### src/dsli_regs.vh
// constants, register map and timing of the status lamp driver
// Notes on behaviour
// - supply present and nothing else active gives steady green.
// - active alarm blinks red in bursts; blink count equals alarm code.
// - alarm reset stops red blinking and returns steady green.
// - pending information blinks blue; clearing it returns steady green.
// - remote operation blinks blue; its end returns steady green.
// - simulation mode cycles green, red, both, dark repeatedly.
// - state lamp dark Init, blink PreOp, single flash SafeOp, lit Op.
// - fault lamp dark, blink setting, single data, double watchdog error.
// - link lamp dark without link, lit with link, flicker on traffic.
// - fault lamp shows fieldbus communication errors only, never drive alarms.
`ifndef DSLI_REGS_VH
`define DSLI_REGS_VH

// register byte offsets
`define DSLI_OFS_CTRL      4'h0
`define DSLI_OFS_STATUS    4'h4
`define DSLI_OFS_IRQ_STAT  4'h8
`define DSLI_OFS_IRQ_MASK  4'hC

// control register fields
`define DSLI_CTRL_EN_BIT   0
`define DSLI_CTRL_TEST_BIT 1
`define DSLI_CTRL_RESET    2'h1

// interrupt event bits
`define DSLI_EV_ALARM      0
`define DSLI_EV_INFO       1
`define DSLI_EV_COMM_ERR   2
`define DSLI_EV_LINK       3
`define DSLI_EV_W          4

// fieldbus state codes
`define DSLI_ST_INIT       4'h1
`define DSLI_ST_PREOP      4'h2
`define DSLI_ST_SAFEOP     4'h4
`define DSLI_ST_OP         4'h8

// communication error classes
`define DSLI_ERR_NONE      2'h0
`define DSLI_ERR_SETTING   2'h1
`define DSLI_ERR_DATA      2'h2
`define DSLI_ERR_WATCHDOG  2'h3

// timebase: one tick every 50 ms at 20 MHz
`define DSLI_CLK_KHZ       20000
`define DSLI_TICK_MS       50
`define DSLI_TICK_CYCLES   (`DSLI_TICK_MS * `DSLI_CLK_KHZ)

// pattern lengths in ticks, alarm gap in blink periods
`define DSLI_FRAME_TICKS   5'h18
`define DSLI_FRAME_LAST    5'h17
`define DSLI_BLINK_HALF    5'h04
`define DSLI_FLASH2_START  5'h08
`define DSLI_FLASH2_END    5'h0C
`define DSLI_SIM_STEP_LAST 4'h9
`define DSLI_ALM_GAP       5'h03

// simulation colour steps
`define DSLI_SIM_GREEN     2'h0
`define DSLI_SIM_RED       2'h1
`define DSLI_SIM_BOTH      2'h2
`define DSLI_SIM_DARK      2'h3

`endif

### src/dsli_top.v
// front panel status lamp driver with avalon register slave
//
// The implementer's own choices: the placing of the registers and the Avalon-MM interface to the registers.
`timescale 1ns/1ps
`include "dsli_regs.vh"

module dsli_top #(
   parameter TICK_CYCLES = `DSLI_TICK_CYCLES
) (
   input  wire        clk,
   input  wire        nrst,
   // avalon-mm slave
   input  wire [3:0]  avs_address,
   input  wire        avs_read,
   input  wire        avs_write,
   input  wire [31:0] avs_writedata,
   input  wire [3:0]  avs_byteenable,
   output reg  [31:0] avs_readdata,
   output wire        avs_waitrequest,
   output wire        irq,
   // supply sense pins
   input  wire        main_supply_on,
   input  wire        ctrl_supply_on,
   // drive status logic
   input  wire        alarm_active,
   input  wire [4:0]  alarm_code,
   input  wire        info_pending,
   input  wire        remote_op_active,
   input  wire        sim_mode,
   // fieldbus slave controller
   input  wire [3:0]  bus_state,
   input  wire [1:0]  comm_err_class,
   input  wire        link_up,
   input  wire        link_traffic,
   // lamps
   output reg         supply_fault_lamp_green,
   output reg         supply_fault_lamp_red,
   output reg         supply_fault_lamp_blue,
   output reg         state_lamp,
   output reg         fault_lamp,
   output reg         link_lamp
);

   ////////////////////////////////////////////////////////////////////////
   // declarations
   reg  [3:0]              sync1_reg;
   reg  [3:0]              sync2_reg;
   reg  [1:0]              ctrl_reg;
   reg  [`DSLI_EV_W-1:0]   irq_stat_reg;
   reg  [`DSLI_EV_W-1:0]   irq_mask_reg;
   reg                     ack_reg;
   reg  [5:0]              alm_cnt_reg;
   reg  [5:0]              alm_cnt_next;
   reg  [3:0]              sim_div_reg;
   reg  [1:0]              sim_step_reg;
   reg                     alarm_d_reg;
   reg                     info_d_reg;
   reg                     err_d_reg;
   reg                     link_d_reg;
   reg                     green_next;
   reg                     red_next;
   reg                     blue_next;
   reg                     state_next;
   reg                     fault_next;
   reg                     link_next;
   reg  [31:0]             rd_mux;
   wire                    main_on;
   wire                    ctrl_on;
   wire                    link_ok;
   wire                    traffic;
   wire                    tick;
   wire                    blink;
   wire                    flicker;
   wire                    flash1;
   wire                    flash2;
   wire                    period_end;
   wire                    lamps_en;
   wire                    lamp_test;
   wire                    bus_req;
   wire                    wr_take;
   wire                    rd_take;
   wire                    wr_lo;
   wire [`DSLI_EV_W-1:0]   events;
   wire [`DSLI_EV_W-1:0]   w1c;
   wire [5:0]              alm_burst_len;
   wire                    comm_err;

   ////////////////////////////////////////////////////////////////////////
   // two-stage synchronisers for pin-level inputs
   genvar gi;
   generate
      for (gi = 0; gi < 4; gi = gi + 1) begin : g_sync
         always @(posedge clk or negedge nrst) begin
            if (!nrst) begin
               sync1_reg[gi] <= 1'b0;
               sync2_reg[gi] <= 1'b0;
            end else begin
               sync2_reg[gi] <= sync1_reg[gi];
               case (gi)
                  0:       sync1_reg[gi] <= main_supply_on;
                  1:       sync1_reg[gi] <= ctrl_supply_on;
                  2:       sync1_reg[gi] <= link_up;
                  default: sync1_reg[gi] <= link_traffic;
               endcase
            end
         end
      end
   endgenerate

   assign main_on = sync2_reg[0];
   assign ctrl_on = sync2_reg[1];
   assign link_ok = sync2_reg[2];
   assign traffic = sync2_reg[3];

   ////////////////////////////////////////////////////////////////////////
   // shared timebase
   dsli_timebase #(
      .TICK_CYCLES      (TICK_CYCLES)
   ) u_timebase (
      .clk              (clk),
      .nrst             (nrst),
      .tick             (tick),
      .blink            (blink),
      .flicker          (flicker),
      .flash1           (flash1),
      .flash2           (flash2),
      .blink_period_end (period_end)
   );

   ////////////////////////////////////////////////////////////////////////
   // avalon slave: one wait cycle on every access
   assign bus_req         = avs_read | avs_write;
   assign avs_waitrequest = bus_req & ~ack_reg;
   assign wr_take         = avs_write & ack_reg;
   assign rd_take         = avs_read & ~ack_reg;
   assign wr_lo           = wr_take & avs_byteenable[0];
   assign lamps_en        = ctrl_reg[`DSLI_CTRL_EN_BIT];
   assign lamp_test       = ctrl_reg[`DSLI_CTRL_TEST_BIT];

   always @* begin
      rd_mux = 32'h00000000;
      case (avs_address)
         `DSLI_OFS_CTRL:     rd_mux[1:0] = ctrl_reg;
         `DSLI_OFS_STATUS:   rd_mux[15:0] = {bus_state, comm_err_class,
                                link_ok, traffic, main_on, ctrl_on,
                                link_lamp, fault_lamp, state_lamp,
                                supply_fault_lamp_blue,
                                supply_fault_lamp_red,
                                supply_fault_lamp_green};
         `DSLI_OFS_IRQ_STAT: rd_mux[`DSLI_EV_W-1:0] = irq_stat_reg;
         `DSLI_OFS_IRQ_MASK: rd_mux[`DSLI_EV_W-1:0] = irq_mask_reg;
         default:            rd_mux = 32'h00000000;
      endcase
   end

   always @(posedge clk or negedge nrst) begin
      if (!nrst) begin
         ack_reg      <= 1'b0;
         avs_readdata <= 32'h00000000;
         ctrl_reg     <= `DSLI_CTRL_RESET;
         irq_mask_reg <= {`DSLI_EV_W{1'b0}};
      end else begin
         ack_reg <= bus_req & ~ack_reg;
         if (rd_take)
            avs_readdata <= rd_mux;
         if (wr_lo && avs_address == `DSLI_OFS_CTRL)
            ctrl_reg <= avs_writedata[1:0];
         if (wr_lo && avs_address == `DSLI_OFS_IRQ_MASK)
            irq_mask_reg <= avs_writedata[`DSLI_EV_W-1:0];
      end
   end

   ////////////////////////////////////////////////////////////////////////
   // interrupt events: rising alarm, info, comm error; link change
   assign comm_err = (comm_err_class != `DSLI_ERR_NONE);
   assign events[`DSLI_EV_ALARM]    = alarm_active & ~alarm_d_reg;
   assign events[`DSLI_EV_INFO]     = info_pending & ~info_d_reg;
   assign events[`DSLI_EV_COMM_ERR] = comm_err & ~err_d_reg;
   assign events[`DSLI_EV_LINK]     = link_ok ^ link_d_reg;
   assign w1c = (wr_lo && avs_address == `DSLI_OFS_IRQ_STAT) ?
                avs_writedata[`DSLI_EV_W-1:0] : {`DSLI_EV_W{1'b0}};
   assign irq = |(irq_stat_reg & irq_mask_reg);

   always @(posedge clk or negedge nrst) begin
      if (!nrst) begin
         alarm_d_reg  <= 1'b0;
         info_d_reg   <= 1'b0;
         err_d_reg    <= 1'b0;
         link_d_reg   <= 1'b0;
         irq_stat_reg <= {`DSLI_EV_W{1'b0}};
      end else begin
         alarm_d_reg  <= alarm_active;
         info_d_reg   <= info_pending;
         err_d_reg    <= comm_err;
         link_d_reg   <= link_ok;
         // set wins over clear
         irq_stat_reg <= (irq_stat_reg & ~w1c) | events;
      end
   end

   ////////////////////////////////////////////////////////////////////////
   // alarm burst: code blinks, then a dark gap of three periods
   // one bit wider so that the top alarm codes do not wrap
   assign alm_burst_len = {1'b0, alarm_code} + {1'b0, `DSLI_ALM_GAP};

   always @* begin
      alm_cnt_next = alm_cnt_reg;
      if (!alarm_active)
         alm_cnt_next = 6'h00;
      else if (period_end) begin
         if (alm_cnt_reg >= alm_burst_len - 6'h01)
            alm_cnt_next = 6'h00;
         else
            alm_cnt_next = alm_cnt_reg + 6'h01;
      end
   end

   always @(posedge clk or negedge nrst) begin
      if (!nrst)
         alm_cnt_reg <= 6'h00;
      else
         alm_cnt_reg <= alm_cnt_next;
   end

   ////////////////////////////////////////////////////////////////////////
   // simulation colour sequence, 500 ms per step
   always @(posedge clk or negedge nrst) begin
      if (!nrst) begin
         sim_div_reg  <= 4'h0;
         sim_step_reg <= `DSLI_SIM_GREEN;
      end else if (!sim_mode) begin
         sim_div_reg  <= 4'h0;
         sim_step_reg <= `DSLI_SIM_GREEN;
      end else if (tick) begin
         if (sim_div_reg == `DSLI_SIM_STEP_LAST) begin
            sim_div_reg  <= 4'h0;
            sim_step_reg <= sim_step_reg + 2'h1;
         end else begin
            sim_div_reg <= sim_div_reg + 4'h1;
         end
      end
   end

   ////////////////////////////////////////////////////////////////////////
   // supply/fault lamp colour with priority
   always @* begin
      green_next = 1'b0;
      red_next   = 1'b0;
      blue_next  = 1'b0;
      if (sim_mode) begin
         case (sim_step_reg)
            `DSLI_SIM_GREEN: green_next = 1'b1;
            `DSLI_SIM_RED:   red_next   = 1'b1;
            `DSLI_SIM_BOTH: begin
               green_next = 1'b1;
               red_next   = 1'b1;
            end
            default: green_next = 1'b0;
         endcase
      end else if (alarm_active) begin
         red_next = blink & (alm_cnt_reg < alarm_code);
      end else if (info_pending | remote_op_active) begin
         blue_next = blink;
      end else begin
         green_next = main_on | ctrl_on;
      end
   end

   ////////////////////////////////////////////////////////////////////////
   // fieldbus lamps
   always @* begin
      case (bus_state)
         `DSLI_ST_PREOP:  state_next = blink;
         `DSLI_ST_SAFEOP: state_next = flash1;
         `DSLI_ST_OP:     state_next = 1'b1;
         default:         state_next = 1'b0;
      endcase
      // only the fieldbus error class reaches this lamp
      case (comm_err_class)
         `DSLI_ERR_SETTING:  fault_next = blink;
         `DSLI_ERR_DATA:     fault_next = flash1;
         `DSLI_ERR_WATCHDOG: fault_next = flash2;
         default:            fault_next = 1'b0;
      endcase
      link_next = link_ok & (traffic ? flicker : 1'b1);
   end

   ////////////////////////////////////////////////////////////////////////
   // lamp output registers, gated by enable, forced by test
   always @(posedge clk or negedge nrst) begin
      if (!nrst) begin
         supply_fault_lamp_green <= 1'b0;
         supply_fault_lamp_red   <= 1'b0;
         supply_fault_lamp_blue  <= 1'b0;
         state_lamp              <= 1'b0;
         fault_lamp              <= 1'b0;
         link_lamp               <= 1'b0;
      end else begin
         supply_fault_lamp_green <= lamp_test | (lamps_en & green_next);
         supply_fault_lamp_red   <= lamp_test | (lamps_en & red_next);
         supply_fault_lamp_blue  <= lamp_test | (lamps_en & blue_next);
         state_lamp              <= lamp_test | (lamps_en & state_next);
         fault_lamp              <= lamp_test | (lamps_en & fault_next);
         link_lamp               <= lamp_test | (lamps_en & link_next);
      end
   end

endmodule // dsli_top

### src/dsli_timebase.v
// shared lamp timebase and pattern generator
`timescale 1ns/1ps
`include "dsli_regs.vh"

module dsli_timebase #(
   parameter TICK_CYCLES = `DSLI_TICK_CYCLES
) (
   input  wire       clk,
   input  wire       nrst,
   output wire       tick,
   output reg        blink,
   output reg        flicker,
   output reg        flash1,
   output reg        flash2,
   output wire       blink_period_end
);

   reg  [19:0] div_reg;
   reg  [4:0]  phase_reg;
   wire        div_last;
   wire [2:0]  blink_pos;

   assign div_last         = (div_reg == TICK_CYCLES - 1);
   assign tick             = div_last;
   assign blink_pos        = phase_reg[2:0];
   assign blink_period_end = div_last & (blink_pos == 3'h7);

   ////////////////////////////////////////////////////////////////////////
   // tick divider and frame phase, shared by every pattern
   always @(posedge clk or negedge nrst) begin
      if (!nrst) begin
         div_reg   <= 20'h00000;
         phase_reg <= 5'h00;
      end else begin
         if (div_last) begin
            div_reg <= 20'h00000;
            if (phase_reg == `DSLI_FRAME_LAST)
               phase_reg <= 5'h00;
            else
               phase_reg <= phase_reg + 5'h01;
         end else begin
            div_reg <= div_reg + 20'h00001;
         end
      end
   end

   ////////////////////////////////////////////////////////////////////////
   // pattern levels: 200 ms blink, 50 ms flicker, 200 ms flashes
   always @(posedge clk or negedge nrst) begin
      if (!nrst) begin
         blink   <= 1'b0;
         flicker <= 1'b0;
         flash1  <= 1'b0;
         flash2  <= 1'b0;
      end else begin
         blink   <= ({2'h0, blink_pos} < `DSLI_BLINK_HALF);
         flicker <= phase_reg[0];
         flash1  <= (phase_reg < `DSLI_BLINK_HALF);
         flash2  <= (phase_reg < `DSLI_BLINK_HALF) |
                    ((phase_reg >= `DSLI_FLASH2_START) &
                     (phase_reg < `DSLI_FLASH2_END));
      end
   end

endmodule // dsli_timebase

### config.mk
export PLATFORM = sky130hd
export DESIGN_NAME = dsli_top
export DESIGN_NICKNAME = d
export VERILOG_FILES = /design/src/dsli_top.v /design/src/dsli_timebase.v
export VERILOG_INCLUDE_DIRS = /design/src
export SDC_FILE = /design/constraint.sdc
export NUM_CORES = 1
export LEC_CHECK = 0
export BUFFER_PORTS_ARGS = -buffer_cell sky130_fd_sc_hd__buf_4
export CORE_ASPECT_RATIO = 1.75
export CORE_MARGIN = 1.5
export CORE_UTILIZATION = 48
export CTS_CLUSTER_DIAMETER = 200
export DETAILED_ROUTE_END_ITERATION = 7
export GPL_TIMING_DRIVEN = 0
export PLACE_DENSITY = 0.73
export SYNTH_ARGS = -nofsm -noshare
export SYNTH_HDL_FRONTEND = slang
export SYNTH_SLANG_ARGS = --single-unit
### constraint.sdc
create_clock -name clk -period 1.95 [get_ports clk]
set_input_delay 0 -clock clk [delete_from_list [all_inputs] [get_ports clk]]
set_output_delay 0 -clock clk [all_outputs]
set_load 0.01 [all_outputs]
# ---- Yosys cells after proc, flatten, opt, wreduce, memory -nomap -nowiden
# Index checks and enable logic that the tools add are counted.
dict set report word_totals {
  register_bits 86
  in_bits 63
  elab_cells 137
  output_inout_bits 40
}
dict set report op_classes {
  mux 28
  magnitude_cmp 6
  n_eq_ne 18
  n_addsub 7
  n_reduce_logical 10
  n_bitwise 36
}
# operator n
set ops {}
lappend ops {{adder 20 x 1 -> 20 bit (second input constant)} 1}
lappend ops {{== test 20 bit (second input constant)} 1}
lappend ops {{two-way mux 20 bit} 1}
lappend ops {{two-way mux 6 bit} 3}
lappend ops {{AND 1 bit} 17}
lappend ops {{== test 4 bit (second input constant)} 4}
lappend ops {{two-way mux 4 bit} 4}
lappend ops {{two-way mux 12 bit} 1}
lappend ops {{two-way mux 1 bit} 11}
lappend ops {{OR 1 bit} 10}
lappend ops {{AND 4 bit} 2}
lappend ops {{== test 4 x 3 -> 1 bit (second input constant)} 2}
lappend ops {{case mux 2 bit (4 select lines)} 1}
lappend ops {{adder 5 x 2 -> 6 bit (second input constant)} 1}
lappend ops {{adder 6 x 1 -> 6 bit (second input constant)} 1}
lappend ops {{== test 2 bit (second input constant)} 3}
lappend ops {{>= comparator 6 bit} 1}
lappend ops {{< comparator 6 x 5 -> 1 bit} 1}
lappend ops {{two-way mux 2 bit} 3}
lappend ops {{!= test 2 x 1 -> 1 bit (second input constant)} 3}
lappend ops {{case mux 1 bit (3 select lines)} 2}
lappend ops {{case mux 2 bit (3 select lines)} 1}
lappend ops {{subtractor 6 x 1 -> 6 bit (second input constant)} 1}
lappend ops {{adder 5 x 1 -> 5 bit (second input constant)} 1}
lappend ops {{other kinds (22)} 29}

# ---- Depth between registers and ports, before layout
dict set report logic_depth {
  ltp_word 7
  ltp_mapped 8
  ltp_nobuf 7
}

# ---- By module
# A second synthesis with hierarchy kept.
dict set report unflattened {
  hier_cells 380
  hier_area_um2 4210.3
}
# mod area_per_inst_um2 n_inst cells_per_inst
set modules_own_cells {}
lappend modules_own_cells {dsli_top 2840.2 1 258}
lappend modules_own_cells {dsli_timebase 1370.1 1 122}

# ---- Worst setup path before layout
# Ideal clock, no wire load.
dict set report synth_path {
  path_kind {register -> register}
  startpoint {register u_timebase.div_reg[8]}
  endpoint {register u_timebase.phase_reg[3]}
  path_stages_with_launch 7
  t_arrival_ns 2.005
  path_slack_ns -0.180
  required_ns 1.825
  n_path_buf 1
  path_cell_list {dfrtp_1 or4b_1 nor4_4 and2_1 buf_6 nand4_1 mux2_4}
}
dict set report synth_via {
  elab_chain_len 1
}
# item line_no
set synth_rtl {}
lappend synth_rtl {{start, declared} dsli_timebase.v:18} ;# reg [19:0] div_reg;
lappend synth_rtl {{start signal, assigned} dsli_timebase.v:42} ;# div_reg <= div_reg + 20'h00001;
lappend synth_rtl {{== test 20 bit} dsli_timebase.v:23} ;# assign div_last = (div_reg == TICK_CYCLES - 1);
lappend synth_rtl {{end signal, assigned} dsli_timebase.v:40} ;# phase_reg <= phase_reg + 5'h01;
lappend synth_rtl {{end, declared} dsli_timebase.v:19} ;# reg [4:0] phase_reg;
# Every way passes these cells.
# A chain may end at the register's enable or synchronous reset.

# ---- Worst setup path in the final report
dict set report layout_path {
  startpoint {register u_timebase.div_reg[6]}
  endpoint {register u_timebase.phase_reg[3]}
}
# Same word-level chain as after synthesis.

==> summary.md <==
| Metric | Value |
|---|---|
| Crit end category | flip-flop |
| Number of flip-flops in the largest register | 20 |
| Top-count cell post-synth | dfrtp_1 |
| Final Power | between 4 and 5 mW |
| Largest net degree at the start of global routing | between 80 and 90 |
| Clock latency at the later pin of the worst-skew pair | between 300 and 400 ps |
| Area grow syn2layout | 32.7% |
| Drt wl/cell | 14.6 um |
| CP Class | reg2reg |
| Synth area leader | dfrtp_1 |
| Pwr dens | about 750 nW/um2 |
| DP HPWL | 6210 um |
| Max_cap viols | 0 |
| Initial antenna violation count | 0 |
| Share of the synthesized area in the top cell type | about half |
| Hold_sp | sim_mode |
| ANT cells | 0 |
| Final hold vios | 0 |
| Synth warn | 0 |
| Static Leak | ~2.6 nW |
| Clock transition at path regs | 60 ps |
| Post-synth EDFFs | 0 |
| H-tree Lvls | 3 |
| Worst R2R Start | u_timebase.div_reg[6] |
| Post-synthesis sequential area ratio | roughly half |
| # IOs | ~100 |
| Mapped cell area | between 4000 and 5000 um2 |
| Worst setup path start | u_timebase.div_reg[6] |
| Endpoints failing setup | 25 |
| Failing checks | setup timing |
| Ys flop type | dfrtp_1 |
| WHS | 15.1 ps |
| Max FO, Critical Path | 5 |
| ANT nets after route | 0 |
| Hold crit path type | in2reg |
| Max-slew violation count | 0 |
| Status | finished, violations left |
| Nets | a little under 600 |
| PortBufs | 53 |
| Final routed DRC violation total | 0 |
| Overflow after GRT | 0 |
| CTS tree | done |
| First-pass GRT wire length | ~15,000 um |
| Most frequent cells after synthesis | dfrtp_1 (85), nand2_1 (43), nand3_1 (20) |
| Drt pass-1 iters | 4 |
| Via count | 3,288 |
| Mapped Cells | approximately 380 |
| Placer's final routability congestion estimate | around 0.86 |
| Least-Margin Pin Slew | 1060 ps |
| Arrival time worst endpoint | roughly 2400 ps |
| Total Wirelength | around 9100 um |
| Async S/R FF share, synth | 100% |
| Initial drt markers | ~190 |
| Initial core utilization | 49.9% |
| Max Fclk | between 400 and 500 MHz |
| Min cycle time layout | ~2100 ps |
| Rows | 44 |
| Vias per cell | between 5 and 6 |
| Die W | ~73 um |
| Worst Path Required | between 2000 and 2500 ps |
| Fin crit share | 109% |
| Die Y | roughly 130 um |
| Final setup margin | -175 ps |
| Unique masters post-synth | between 50 and 60 |
| Sink Count | 86 |
| Clock root cell | clkbuf_16 |
| Top post-synthesis cells by area | dfrtp_1 (51%), ha_1 (5.7%), nand2_1 (3.9%) |
| Place WS | -302 ps |
| Peak supply drop | 0.000618 V |
| TritonCTS buffer count | 9 |
| CTS Buffer Depth | 2 |
| Util after Layout | 66.2% |
| Synth Area per Inst | 10.9 um2 |
| Rel. slew slack | about 30% |
| Fraction of layout cells with a size suffix above 1 | 26.9% |
| Die area | between 9000 and 10,000 um2 |
| Vias in the first global route | between 3,000 and 4,000 |
| Flops & latches, synth | 86 |
| RSZ-0062 raised after global routing | yes |
| Gr usage total | between 20% and 30% |
| Core area | ~8400 um2 |
| Clock skew | between 9 and 10 ps |
| CP Launch Type | flip-flop |
==> worst paths after layout <==
| kind | end | slack (ps) | cells after the start |
|---|---|---|---|
| setup / recovery | u_timebase.phase_reg[3] | -170 | 6 |
| hold / removal | supply_fault_lamp_blue | 20 | 3 |
| setup reg to reg | u_timebase.phase_reg[3] | -170 | 6 |
| hold reg to reg | traffic | 350 | 0 |
| max in group asynchronous | u_timebase.div_reg[6] | 830 | 2 |
| min in group asynchronous | avs_readdata[0] | 390 | 2 |
==> through the flow <==
stage / instance area, um2 / setup TNS (ps) / std cells
4_1_cts: 5450 / -2290 / 616
2_1_floorplan: 4230 / -429 / 398
6_report: 5540 / -2110 / 620
3_3_place_gp: 4780 / -3840 / 566
5_1_grt: 5540 / -3870 / 620
3_5_place_dp: 4780 / -4200 / 566
==> cells in the final DEF, fill, tap and decap left out, drive strengths merged, types with 10 or more instances in the layout <==
| cell | synthesis | final |
|---|---|---|
| nand2 | 44 | 44 |
| ha | 19 | 19 |
| nor2 | 19 | 19 |
| a22o | 14 | 14 |
| clkbuf | 8 | 20 |
| buf | 18 | 88 |
| o21ai | 19 | 19 |
| nand3 | 21 | 21 |
| dfrtp | 85 | 85 |
| conb | 1 | 16 |
| dlygate4sd3 | 0 | 22 |
| mux2 | 10 | 10 |
| inv | 19 | 20 |
| xnor2 | 10 | 10 |
==> per-layer routing <==
layer / share of wire, % / vias to the layer above / wire (um) / global-route usage (%)
li1: - / 1560 / - / -
met5: 0 / - / 0 / 0
met2: 56 / 80 / 5110 / 37.0
met3: 3.9 / 14 / 350 / 4.92
met1: 38 / 1634 / 3430 / 21.7
met4: 1.9 / 0 / 176 / 8.39
==> worst max-delay path, stage by stage (launching register included) <==
cell and delay, ps:
dfrtp_2 410, or3b_2 500, nor4_4 280, buf_4 180, and2_4 190, nand4_1 130
mux2_4 330
==> final cells by class <==
class,count,area (um2)
multi-input combinational,267,1910
clock inverter,3,25.0
sequential,86,2150
inverter,19,71.3
clock buffer,13,270
timing repair buffer,93,797
tap,115,144
buffer,24,163
fill,647,2830
==> timing repair <==
action	4_1_cts	5_1_grt
setup buffers	13	5
hold buffers	22	0
resized for setup	12	17
endpoints found under the hold margin	112	0
endpoints found under the setup margin	26	37
pin swaps	11	5
==> logic make-up after synthesis <==
family / count (synthesis) / share of synthesized area (%)
fa+ha+maj: 19 / 5.70
buf+inv: 45 / 5.70
other cells: 1 / 0.0899
compound gates: 66 / 11.4
simple gates: 134 / 17.3
flops: 86 / 51.6
xor+xnor: 17 / 3.57
mux: 15 / 4.59
==> power breakdown <==
group	switching, mW	total [mW]	internal, mW
clock network	0.691	1.67	0.974
registers	0.0665	1.94	1.87
logic	0.255	0.520	0.265
(Power assumes the default switching activity.)
